[src/brw_pkg.sv]
/*
  Constants for the bridge window and secondary status register bank:
  word offsets, field positions, hardwired values and reset values.
  Assumes a byte-addressed Wishbone bus with 32-bit data words.
*/
package brw_pkg;

  // Register byte offsets
  localparam logic [7:0] OFF_BUS_LAT   = 8'h18;
  localparam logic [7:0] OFF_IO_STAT   = 8'h1c;
  localparam logic [7:0] OFF_MEM_WIN   = 8'h20;
  localparam logic [7:0] OFF_IO_UPPER  = 8'h30;

  // Hardwired values
  localparam logic [7:0] SEC_LAT_VALUE = 8'h00;
  localparam logic [3:0] IO_32BIT_IND  = 4'h1;

  // Reset values of the writable fields
  localparam logic [3:0]  IO_NIB_RST    = 4'h0;
  localparam logic [11:0] MEM_FIELD_RST = 12'h000;
  localparam logic [15:0] IO_UPPER_RST  = 16'h0000;

  // Implied low address bits of the windows
  localparam logic [11:0] IO_BASE_LOW   = 12'h000;
  localparam logic [11:0] IO_LIMIT_LOW  = 12'hfff;
  localparam logic [19:0] MEM_BASE_LOW  = 20'h00000;
  localparam logic [19:0] MEM_LIMIT_LOW = 20'hfffff;

  // Field positions inside the 0x1c word
  localparam int IO_IND_LO    = 0;
  localparam int IO_BASE_LO   = 4;
  localparam int IO_LIM_IND   = 8;
  localparam int IO_LIMIT_LO  = 12;
  localparam int ST_PAR_ERR   = 24;
  localparam int ST_SIG_TABT  = 27;
  localparam int ST_RCV_TABT  = 28;
  localparam int ST_RCV_MABT  = 29;
  localparam int ST_SYS_ERR   = 30;
  localparam int ST_DET_PERR  = 31;

  // Field positions inside the 0x20 and 0x18 words
  localparam int MEM_BASE_LO  = 4;
  localparam int MEM_LIMIT_LO = 20;
  localparam int SEC_LAT_LO   = 24;

endpackage : brw_pkg

[src/brw_bank.sv]
/*
  Bridge window and secondary status register bank with a classic Wishbone
  slave, event inputs for the secondary-side status flags and I/O and memory
  forwarding decisions. Assumes event and enable inputs come from logic on
  clk_i, each event a one-cycle pulse.
*/
// Chosen here: the Wishbone slave port.
`timescale 1ns/1ns
// What this block does
// Secondary latency timer byte always reads zero.
// I/O base and limit indicator nibbles read one for 32-bit I/O.
// I/O base bits 7:4 store window bottom bits 15:12, low bits zero.
// I/O limit bits 15:12 store window top bits 15:12, low bits ones.
// I/O transactions forward when the address falls in the I/O window.
// I/O window bits 31:16 come from the separate upper registers.
// Secondary status bits 21, 23 and 26:25 read zero.
// Bit 24 sets on parity error only when response enabled; write one clears.
// Bit 27 sets when a request completes with Completer Abort.
// Bit 28 sets on received Completion with Completer Abort.
// Bit 29 sets on received Completion with Unsupported Request.
// Bit 30 sets on fatal or nonfatal message with system error enabled.
// Bit 31 sets on received poisoned TLP; write one clears.
// Memory base bits 15:4 store window bottom bits 31:20, low zero.
// Memory limit gives top bits 31:20, low ones; both decide forwarding.
// Write one clears, write zero keeps; reserved bits keep their value. Here bits 27-29 ignore bus writes.
module brw_bank #(
  parameter int AW = 8
) (
  // Clock and reset
  input  wire logic          clk_i,
  input  wire logic          rst_i,
  // Wishbone slave
  input  wire logic          cyc_i,
  input  wire logic          stb_i,
  input  wire logic          we_i,
  input  wire logic [AW-1:0] adr_i,
  input  wire logic [3:0]    sel_i,
  input  wire logic [31:0]   dat_i,
  output logic      [31:0]   dat_o,
  output logic               ack_o,
  // Enables from the bridge control side
  input  wire logic          par_resp_en_i,
  input  wire logic          serr_en_i,
  // Secondary-side event pulses
  input  wire logic          par_err_i,
  input  wire logic          cpl_abort_sent_i,
  input  wire logic          cpl_ca_rcvd_i,
  input  wire logic          cpl_ur_rcvd_i,
  input  wire logic          err_msg_sent_i,
  input  wire logic          poison_rcvd_i,
  // Forwarding lookups
  input  wire logic          io_req_i,
  input  wire logic [31:0]   io_addr_i,
  input  wire logic          mem_req_i,
  input  wire logic [31:0]   mem_addr_i,
  output logic               io_fwd_o,
  output logic               io_fwd_valid_o,
  output logic               mem_fwd_o,
  output logic               mem_fwd_valid_o
);

  // Register state
  logic [3:0]  io_base_reg,   io_base_next;
  logic [3:0]  io_limit_reg,  io_limit_next;
  logic [15:0] io_ubase_reg,  io_ubase_next;
  logic [15:0] io_ulimit_reg, io_ulimit_next;
  logic [11:0] mem_base_reg,  mem_base_next;
  logic [11:0] mem_limit_reg, mem_limit_next;
  logic        par_err_reg,   par_err_next;
  logic        sig_tabt_reg,  sig_tabt_next;
  logic        rcv_tabt_reg,  rcv_tabt_next;
  logic        rcv_mabt_reg,  rcv_mabt_next;
  logic        sys_err_reg,   sys_err_next;
  logic        det_perr_reg,  det_perr_next;

  // Bus state
  logic        ack_reg,       ack_next;
  logic [31:0] rdat_reg,      rdat_next;

  // Forwarding state
  logic        io_fwd_reg,    io_fwd_next;
  logic        io_vld_reg,    io_vld_next;
  logic        mem_fwd_reg,   mem_fwd_next;
  logic        mem_vld_reg,   mem_vld_next;

  // Decode and helpers
  logic        bus_req;
  logic        wr_strobe;
  logic [7:0]  byte_adr;
  logic [31:0] rd_word;
  logic [31:0] io_lo_bound;
  logic [31:0] io_hi_bound;
  logic [31:0] mem_lo_bound;
  logic [31:0] mem_hi_bound;
  logic        io_hit;
  logic        mem_hit;

  // One access per request: ack is held off while a previous ack is still high
  always_comb begin
    bus_req   = cyc_i && stb_i && !ack_reg;
    wr_strobe = bus_req && we_i;
    byte_adr  = 8'(adr_i);
  end

  // Window bounds: upper I/O bits from the upper registers, implied low bits
  always_comb begin
    io_lo_bound  = {io_ubase_reg, io_base_reg, brw_pkg::IO_BASE_LOW};
    io_hi_bound  = {io_ulimit_reg, io_limit_reg, brw_pkg::IO_LIMIT_LOW};
    mem_lo_bound = {mem_base_reg, brw_pkg::MEM_BASE_LOW};
    mem_hi_bound = {mem_limit_reg, brw_pkg::MEM_LIMIT_LOW};
  end

  brw_win_match #(
    .W (32)
  ) u_io_match (
    .addr_i  (io_addr_i),
    .base_i  (io_lo_bound),
    .limit_i (io_hi_bound),
    .hit_o   (io_hit)
  );

  brw_win_match #(
    .W (32)
  ) u_mem_match (
    .addr_i  (mem_addr_i),
    .base_i  (mem_lo_bound),
    .limit_i (mem_hi_bound),
    .hit_o   (mem_hit)
  );

  // Read mux; reserved bits read zero, hardwired bits read their fixed values, unmapped words read zero
  always_comb begin
    rd_word = 32'h0000_0000;
    case (byte_adr)
      brw_pkg::OFF_BUS_LAT: begin
        rd_word[brw_pkg::SEC_LAT_LO +: 8] = brw_pkg::SEC_LAT_VALUE;
      end
      brw_pkg::OFF_IO_STAT: begin
        rd_word[brw_pkg::IO_IND_LO +: 4]   = brw_pkg::IO_32BIT_IND;
        rd_word[brw_pkg::IO_LIM_IND +: 4]  = brw_pkg::IO_32BIT_IND;
        rd_word[brw_pkg::IO_BASE_LO +: 4]  = io_base_reg;
        rd_word[brw_pkg::IO_LIMIT_LO +: 4] = io_limit_reg;
        // Bits 23:16 and 26:25 stay zero, none of them has meaning here
        rd_word[brw_pkg::ST_PAR_ERR]  = par_err_reg;
        rd_word[brw_pkg::ST_SIG_TABT] = sig_tabt_reg;
        rd_word[brw_pkg::ST_RCV_TABT] = rcv_tabt_reg;
        rd_word[brw_pkg::ST_RCV_MABT] = rcv_mabt_reg;
        rd_word[brw_pkg::ST_SYS_ERR]  = sys_err_reg;
        rd_word[brw_pkg::ST_DET_PERR] = det_perr_reg;
      end
      brw_pkg::OFF_MEM_WIN: begin
        rd_word[brw_pkg::MEM_BASE_LO +: 12]  = mem_base_reg;
        rd_word[brw_pkg::MEM_LIMIT_LO +: 12] = mem_limit_reg;
      end
      brw_pkg::OFF_IO_UPPER: begin
        rd_word = {io_ulimit_reg, io_ubase_reg};
      end
      default: begin
        rd_word = 32'h0000_0000;
      end
    endcase
  end

  // Bus answer: ack one cycle after the request, dropped the cycle after
  always_comb begin
    ack_next  = bus_req;
    rdat_next = bus_req ? rd_word : 32'h0000_0000;
  end

  // Writable fields, honouring byte selects; reserved bits simply have no storage
  always_comb begin
    io_base_next   = io_base_reg;
    io_limit_next  = io_limit_reg;
    io_ubase_next  = io_ubase_reg;
    io_ulimit_next = io_ulimit_reg;
    mem_base_next  = mem_base_reg;
    mem_limit_next = mem_limit_reg;
    if (wr_strobe && byte_adr == brw_pkg::OFF_IO_STAT) begin
      if (sel_i[0]) begin
        io_base_next = dat_i[brw_pkg::IO_BASE_LO +: 4];
      end
      if (sel_i[1]) begin
        io_limit_next = dat_i[brw_pkg::IO_LIMIT_LO +: 4];
      end
    end
    if (wr_strobe && byte_adr == brw_pkg::OFF_MEM_WIN) begin
      if (sel_i[0]) begin
        mem_base_next[3:0] = dat_i[7:4];
      end
      if (sel_i[1]) begin
        mem_base_next[11:4] = dat_i[15:8];
      end
      if (sel_i[2]) begin
        mem_limit_next[3:0] = dat_i[23:20];
      end
      if (sel_i[3]) begin
        mem_limit_next[11:4] = dat_i[31:24];
      end
    end
    if (wr_strobe && byte_adr == brw_pkg::OFF_IO_UPPER) begin
      if (sel_i[0]) begin
        io_ubase_next[7:0] = dat_i[7:0];
      end
      if (sel_i[1]) begin
        io_ubase_next[15:8] = dat_i[15:8];
      end
      if (sel_i[2]) begin
        io_ulimit_next[7:0] = dat_i[23:16];
      end
      if (sel_i[3]) begin
        io_ulimit_next[15:8] = dat_i[31:24];
      end
    end
  end

  // Status flags; a hardware set in the clearing cycle wins over the clear
  always_comb begin
    logic clr_en;
    clr_en = wr_strobe && byte_adr == brw_pkg::OFF_IO_STAT && sel_i[3];
    par_err_next  = par_err_reg;
    sys_err_next  = sys_err_reg;
    det_perr_next = det_perr_reg;
    if (clr_en && dat_i[brw_pkg::ST_PAR_ERR]) begin
      par_err_next = 1'b0;
    end
    if (clr_en && dat_i[brw_pkg::ST_SYS_ERR]) begin
      sys_err_next = 1'b0;
    end
    if (clr_en && dat_i[brw_pkg::ST_DET_PERR]) begin
      det_perr_next = 1'b0;
    end
    if (par_err_i && par_resp_en_i) begin
      par_err_next = 1'b1;
    end
    if (err_msg_sent_i && serr_en_i) begin
      sys_err_next = 1'b1;
    end
    if (poison_rcvd_i) begin
      det_perr_next = 1'b1;
    end
    // Read-only flags: only reset clears them, bus writes leave them alone
    sig_tabt_next = sig_tabt_reg || cpl_abort_sent_i;
    rcv_tabt_next = rcv_tabt_reg || cpl_ca_rcvd_i;
    rcv_mabt_next = rcv_mabt_reg || cpl_ur_rcvd_i;
  end

  // Forwarding decision, registered so answers appear one cycle after a lookup
  always_comb begin
    io_vld_next  = io_req_i;
    io_fwd_next  = io_req_i && io_hit;
    mem_vld_next = mem_req_i;
    mem_fwd_next = mem_req_i && mem_hit;
  end

  // State registers
  always_ff @(posedge clk_i) begin
    if (rst_i) begin
      io_base_reg   <= brw_pkg::IO_NIB_RST;
      io_limit_reg  <= brw_pkg::IO_NIB_RST;
      io_ubase_reg  <= brw_pkg::IO_UPPER_RST;
      io_ulimit_reg <= brw_pkg::IO_UPPER_RST;
      mem_base_reg  <= brw_pkg::MEM_FIELD_RST;
      mem_limit_reg <= brw_pkg::MEM_FIELD_RST;
      par_err_reg   <= 1'b0;
      sig_tabt_reg  <= 1'b0;
      rcv_tabt_reg  <= 1'b0;
      rcv_mabt_reg  <= 1'b0;
      sys_err_reg   <= 1'b0;
      det_perr_reg  <= 1'b0;
      ack_reg       <= 1'b0;
      rdat_reg      <= 32'h0000_0000;
      io_fwd_reg    <= 1'b0;
      io_vld_reg    <= 1'b0;
      mem_fwd_reg   <= 1'b0;
      mem_vld_reg   <= 1'b0;
    end else begin
      io_base_reg   <= io_base_next;
      io_limit_reg  <= io_limit_next;
      io_ubase_reg  <= io_ubase_next;
      io_ulimit_reg <= io_ulimit_next;
      mem_base_reg  <= mem_base_next;
      mem_limit_reg <= mem_limit_next;
      par_err_reg   <= par_err_next;
      sig_tabt_reg  <= sig_tabt_next;
      rcv_tabt_reg  <= rcv_tabt_next;
      rcv_mabt_reg  <= rcv_mabt_next;
      sys_err_reg   <= sys_err_next;
      det_perr_reg  <= det_perr_next;
      ack_reg       <= ack_next;
      rdat_reg      <= rdat_next;
      io_fwd_reg    <= io_fwd_next;
      io_vld_reg    <= io_vld_next;
      mem_fwd_reg   <= mem_fwd_next;
      mem_vld_reg   <= mem_vld_next;
    end
  end

  // Outputs straight from flops
  assign dat_o           = rdat_reg;
  assign ack_o           = ack_reg;
  assign io_fwd_o        = io_fwd_reg;
  assign io_fwd_valid_o  = io_vld_reg;
  assign mem_fwd_o       = mem_fwd_reg;
  assign mem_fwd_valid_o = mem_vld_reg;

endmodule : brw_bank

[src/brw_win_match.sv]
/*
  Address window comparator: reports whether an address lies inside the
  inclusive range from base to limit. Purely combinational; the caller
  registers the result.
*/
`timescale 1ns/1ns
module brw_win_match #(
  parameter int W = 32
) (
  // Address under test and window bounds
  input  wire logic [W-1:0] addr_i,
  input  wire logic [W-1:0] base_i,
  input  wire logic [W-1:0] limit_i,
  // Result
  output logic              hit_o
);

  // A base above the limit closes the window, so nothing matches
  always_comb begin
    hit_o = (addr_i >= base_i) && (addr_i <= limit_i);
  end

endmodule : brw_win_match
[config.mk]
export PLATFORM = sky130hd
export DESIGN_NAME = brw_bank
export DESIGN_NICKNAME = d
export VERILOG_FILES = /design/src/brw_pkg.sv /design/src/brw_bank.sv /design/src/brw_win_match.sv
export SDC_FILE = /design/constraint.sdc
export NUM_CORES = 1
export LEC_CHECK = 0
export ABC_CLOCK_PERIOD_IN_PS = 3300
export BUFFER_PORTS_ARGS = -buffer_cell sky130_fd_sc_hd__buf_4
export CORE_MARGIN = 2
export CORE_UTILIZATION = 25
export DETAILED_ROUTE_END_ITERATION = 6
export PLACE_DENSITY_LB_ADDON = 0.3
export SYNTH_ARGS = -nofsm -noshare
export SYNTH_HDL_FRONTEND = slang
export SYNTH_SLANG_ARGS = --single-unit
[constraint.sdc]
create_clock -name clk_i -period 3.3 [get_ports clk_i]
set_input_delay 0.33 -clock clk_i [delete_from_list [all_inputs] [get_ports clk_i]]
set_output_delay 0.33 -clock clk_i [all_outputs]
set_load 0.005 [all_outputs]
Word level (Yosys, flattened, before mapping)

Cells that the tools add are included.

Order comparisons: 4
Reductions and logical operators: 35
Equal/unequal tests: 3
Bitwise gates (word level): 2
Muxes and demuxes: 12

Operators with widths:

| kind                                           | number |
|---|---|
| >= comparator 32 bit                           | 2 |
| <= comparator 32 bit                           | 2 |
| one-hot mux 12 bit (3 select lines)            | 1 |
| AND reduction 2 bit                            | 10 |
| == test 8 x 6 -> 1 bit (second input constant) | 2 |
| logical AND 1 bit                              | 16 |
| one-hot mux 4 bit (2 select lines)             | 2 |
| one-hot mux 5 bit (3 select lines)             | 1 |
| == test 8 x 5 -> 1 bit (second input constant) | 1 |
| 2-to-1 mux 1 bit                               | 6 |
| nonzero test 2 bit                             | 3 |
| one-hot mux 2 bit (2 select lines)             | 1 |
| logical OR 1 bit                               | 3 |
| one-hot mux 1 bit (3 select lines)             | 1 |
| OR reduction 3 bit                             | 1 |
| NOT 1 bit                                      | 2 |
| OR reduction 2 bit                             | 1 |
| zero test 1 bit                                | 1 |

Input port bits: 123
Logic and storage cells: 79
Flip-flop bits (word level): 107
Output and inout port bits: 37

Longest topological paths before layout

Depth after elaboration: 8
Depth in mapped cells: 7
Depth with buffers taken out: 7

Hierarchy

A second synthesis with hierarchy kept.

Cells, all modules: 877
Area total of the unflattened synthesis: 7619.8 sq um

By module, submodules not included:

| module        | cells each | sequential area each (sq um) | area each (sq um) | instances |
|---|---|---|---|---|
| brw_bank      | 425        | 2142.1                       | 4411.7            | 1 |
| brw_win_match | 226        | 0.0                          | 1604.0            | 2 |

Least setup slack after synthesis

Ideal clock, no wire load.

Path type: in2reg
From: input port adr_i[7]
To: register mem_base_reg[10]
Required time: 3.172 ns
Slack: 1.706 ns
Library setup time: 0.128 ns
Buffers on the path: 2
Stages: 7
Data arrival time: 1.466 ns
Cells stage by stage: nor4_4 -> and3b_1 -> buf_4 -> and3_4 -> buf_12 -> mux2i_1 -> nor2_1

Cells in the longest elaborated chain, start to end: 3

RTL lines:

| element                              | RTL line        | RTL |
|---|---|---|
| start, declared                      | brw_bank.sv:36  | `input wire logic [AW-1:0] adr_i,` |
| == test 8 x 6 -> 1 bit               | brw_bank.sv:186 | `if (wr_strobe && byte_adr == brw_pkg::OFF_MEM_WIN) begin` |
| logical AND 1 bit                    | brw_bank.sv:186 |  |
| AND reduction 2 bit (no source line) | n/a             |  |
| end signal, assigned                 | brw_bank.sv:262 | `mem_base_reg <= brw_pkg::MEM_FIELD_RST;` |
| end signal, assigned                 | brw_bank.sv:281 | `mem_base_reg <= mem_base_next;` |
| end, declared                        | brw_bank.sv:67  | `logic [11:0] mem_base_reg, mem_base_next;` |

Every way passes these cells.
A chain may end at the register's enable or synchronous reset.

Worst setup path in the final report

From: register ack_reg, in the netlist ack_o
To: register mem_limit_reg[8]

Cells in the longest elaborated chain, start to end: 5

RTL lines:

| element                              | RTL line        | RTL |
|---|---|---|
| start, declared                      | brw_bank.sv:77  | `logic ack_reg, ack_next;` |
| start signal, assigned               | brw_bank.sv:289 | `ack_reg <= ack_next;` |
| zero test 1 bit                      | brw_bank.sv:100 | `bus_req = cyc_i && stb_i && !ack_reg;` |
| logical AND 1 bit                    | brw_bank.sv:100 |  |
| logical AND 1 bit                    | brw_bank.sv:101 | `wr_strobe = bus_req && we_i;` |
| logical AND 1 bit                    | brw_bank.sv:186 |  |
| AND reduction 2 bit (no source line) | n/a             |  |
| end signal, assigned                 | brw_bank.sv:263 | `mem_limit_reg <= brw_pkg::MEM_FIELD_RST;` |
| end signal, assigned                 | brw_bank.sv:282 | `mem_limit_reg <= mem_limit_next;` |
| end, declared                        | brw_bank.sv:68  | `logic [11:0] mem_limit_reg, mem_limit_next;` |

Every way passes these cells.

==> metrics.md <==
| Metric | Value |
|---|---|
| Die span in x | `153.6 um` |
| Post-CTS setup buffers | `0` |
| FF-to-FF path depth | `7` |
| Clk pin slew, worst setup/hold paths | `0.07 ns` |
| Max Cap Viol | `0` |
| Via density | `4.680` |
| Vert. Die Dim | `153.6 um` |
| Leakage | `2.985 nW` |
| DR vias | `4900` |
| YS warnings | `0` |
| Post-synth net total | `about 800` |
| Port bufs | `159` |
| Worst Setup End Kind | `flop` |
| CTS resizes | `0` |
| Routability cong. | `0.8050` |
| Initial antenna violation count | `0` |
| Antenna diodes | `0` |
| Clk buf depth | `2` |
| Max-slew headroom | `36.05%` |
| First-pass GRT wire length | `~27000 um` |
| Crit path DAT | `approximately 2.3 ns` |
| Largest register FFs | `32` |
| Slew @ Worst Pin | `0.9565 ns` |
| Area delta synth->final | `31.16%` |
| Antenna-violating nets left | `0` |
| Final Max Tran Viols | `0` |
| H-Tree Level Count | `3` |
| Req. time, crit path | `3.52 ns` |
| CTS Hold Bufs | `0` |
| Crit path time final | `2.074 ns` |
| Avg Inst Size Synth | `9.117 sq um` |
| Wire length per cell | `approximately 17 um` |
| Residual DRC count | `0` |
| Fin crit share | `62.86%` |
| Ys async rst share | `0%` |
| Max rail drop VDD | `0.0002407 V` |
| Top FF cell, synth | `dfxtp_1` |
| Pwr Total | `2.825 mW` |
| All-Layer GR Usage | `approximately 15%` |
| CTS Buf Count | `9` |
| Post-Place Cells | `1031` |
| Worst-Skew Late Latency | `0.36 ns` |
| Status | `finished, final reports clean` |
| Placement Setup Slack | `0.9237 ns` |
| Final wirelength | `17280 um` |
| Synth Instances | `614` |
| HPWL after detailed placement | `13820 um` |
| Synthesis-stage register bit count | `107` |
| Final Hold Vio Count | `0` |
| Number of flops mapped to enable cells by yosys | `0` |
| RSZ-0062 raised after global routing | `false` |
| Clock Sinks | `107` |
| Worst Hold Depth | `3` |
| Power density cells | `384.8 mW/mm^2` |
| Sequential cell area | `between 0.002 and 0.0025 sq mm` |
| Ports | `160` |
| Gr ovfl total | `0` |
| Total negative setup slack | `0 ns` |
| Seq/Total Area, Yosys | `38.27%` |
| Yosys cell types | `43` |
| Final non-filler cell total | `1047` |
| Largest net degree at the start of global routing | `76` |
| FILL cells | `2332` |
| Initial Utilization | `25.57%` |
| CP Launch Type | `flop` |
| CTS tree | `yes` |
| Worst Path Max Fanout | `13` |
| Crit path kind | `flop to flop` |
| Peak Freq | `0.4821 GHz` |
| Net count, final | `949` |
| Layout cells sized above 1 | `24.64%` |
| Multi-input gate area | `0.003003 sq mm` |
| DIE AREA | `between 0.02 and 0.025 sq mm` |
| 1st-iter DRT viols | `290` |
| Row cnt | `54` |
| Hold WC Path Type | `primary input to flop` |
| Final setup vio count | `0` |
| Worst setup margin | `about 1.2 ns` |
| Vias in the first global route | `4820` |
| Core area | `0.02189 sq mm` |
| Root Buffer Master | `clkbuf_16` |
| Router iterations before antenna repair | `7` |
| Post-Synthesis Cell Area | `0.005598 sq mm` |
| Clock Skews | `approximately 0.0074 ns` |
path summary, 6_finish.rpt:
path,from,end,slack [ns]
worst max register to register,ack_o$_SDFF_PP0_,mem_limit_reg[8]$_SDFFE_PP0P_,1.23
worst min-delay path,cpl_ca_rcvd_i,rcv_tabt_reg$_SDFF_PP0_,0.18
worst min register to register,rcv_tabt_reg$_SDFF_PP0_,rcv_tabt_reg$_SDFF_PP0_,0.48
worst max-delay path,ack_o$_SDFF_PP0_,mem_limit_reg[8]$_SDFFE_PP0P_,1.23
area by class of cell:
| type | count | share of cell area [%] |
|---|---|---|
| Tap cell | 280 | 4.772 |
| Clock inverter | 6 | 1.534 |
| Timing Repair Buffer | 167 | 17.08 |
| Multi-Input combinational cell | 410 | 40.90 |
| Sequential cell | 107 | 29.18 |
| Inverter | 67 | 3.425 |
| Clock buffer | 10 | 3.119 |
synth_stat cells, types with 10 or more instances:
cell	number	area (sq um)
and3_1	10	62.56
nand2_1	15	56.30
mux2i_1	57	570.6
dfxtp_1	107	2142
a21oi_1	36	180.2
a222oi_1	14	140.1
a21o_1	13	97.59
inv_1	66	247.7
nor2_1	104	390.4
nand4_1	18	112.6
clkbuf_1	10	37.54
ha_1	64	800.8
a22oi_1	13	97.59
metal layers:
metal / up-vias / track usage [%] / routed length [um] / part of all wire, %
li1: 2457 / - / - / -
met4: 0 / 5.505 / 491 / 2.8
met5: - / 0 / 0 / 0
met1: 2284 / 19.28 / 8259 / 48
met3: 23 / 3.918 / 937 / 5.4
met2: 136 / 22.56 / 7596 / 44
where the power goes:
group,leakage (nW),internal [mW],switching (mW)
registers,0.864,1.30,0.00432
clock network,0.167,0.745,0.494
logic,1.95,0.154,0.130
total,2.99,2.20,0.628
cells in the final DEF (no fill, tap or decap), drive strengths merged, types with 14 or more instances in the layout:
| cell type | n |
|---|---|
| inv | 68 |
| and3 | 14 |
| buf | 167 |
| a21oi | 36 |
| a222oi | 14 |
| nand4 | 18 |
| ha | 64 |
| mux2i | 57 |
| nor2 | 104 |
| dfxtp | 107 |
| nand2 | 15 |
critical path, cell delays in order, from the launching register on:
cell,delay [ns]
dfxtp_1,0.32
and4b_1,0.27
buf_4,0.18
and2_1,0.14
buf_4,0.21
and2_1,0.49
mux2i_1,0.26
nor2_1,0.05
metrics by stage:
step / hold WS [ns] / util (%) / cell area [sq um]
floorplan: 0.4134 / - / 5598
global placement: 0.4623 / 31.98 / 7000
detailed placement: 0.4662 / 31.98 / 7000
CTS: 0.1683 / 33.54 / 7342
global route: 0.1854 / 33.54 / 7342
finish: 0.1779 / 33.54 / 7342
cell families (layout without fill, tap and decap cells):
family	count (synthesis)	count (layout)	share of synthesized area [%]
and+or+nand+nor	191	191	17.05
DFF	107	107	38.27
muxes	57	57	10.19
adders and majority gates	64	64	14.30
buffers and inverters	97	250	8.091
AOI/OAI and AO/OA	98	98	12.09
Note: power is estimated with default switching activity, not from simulation.
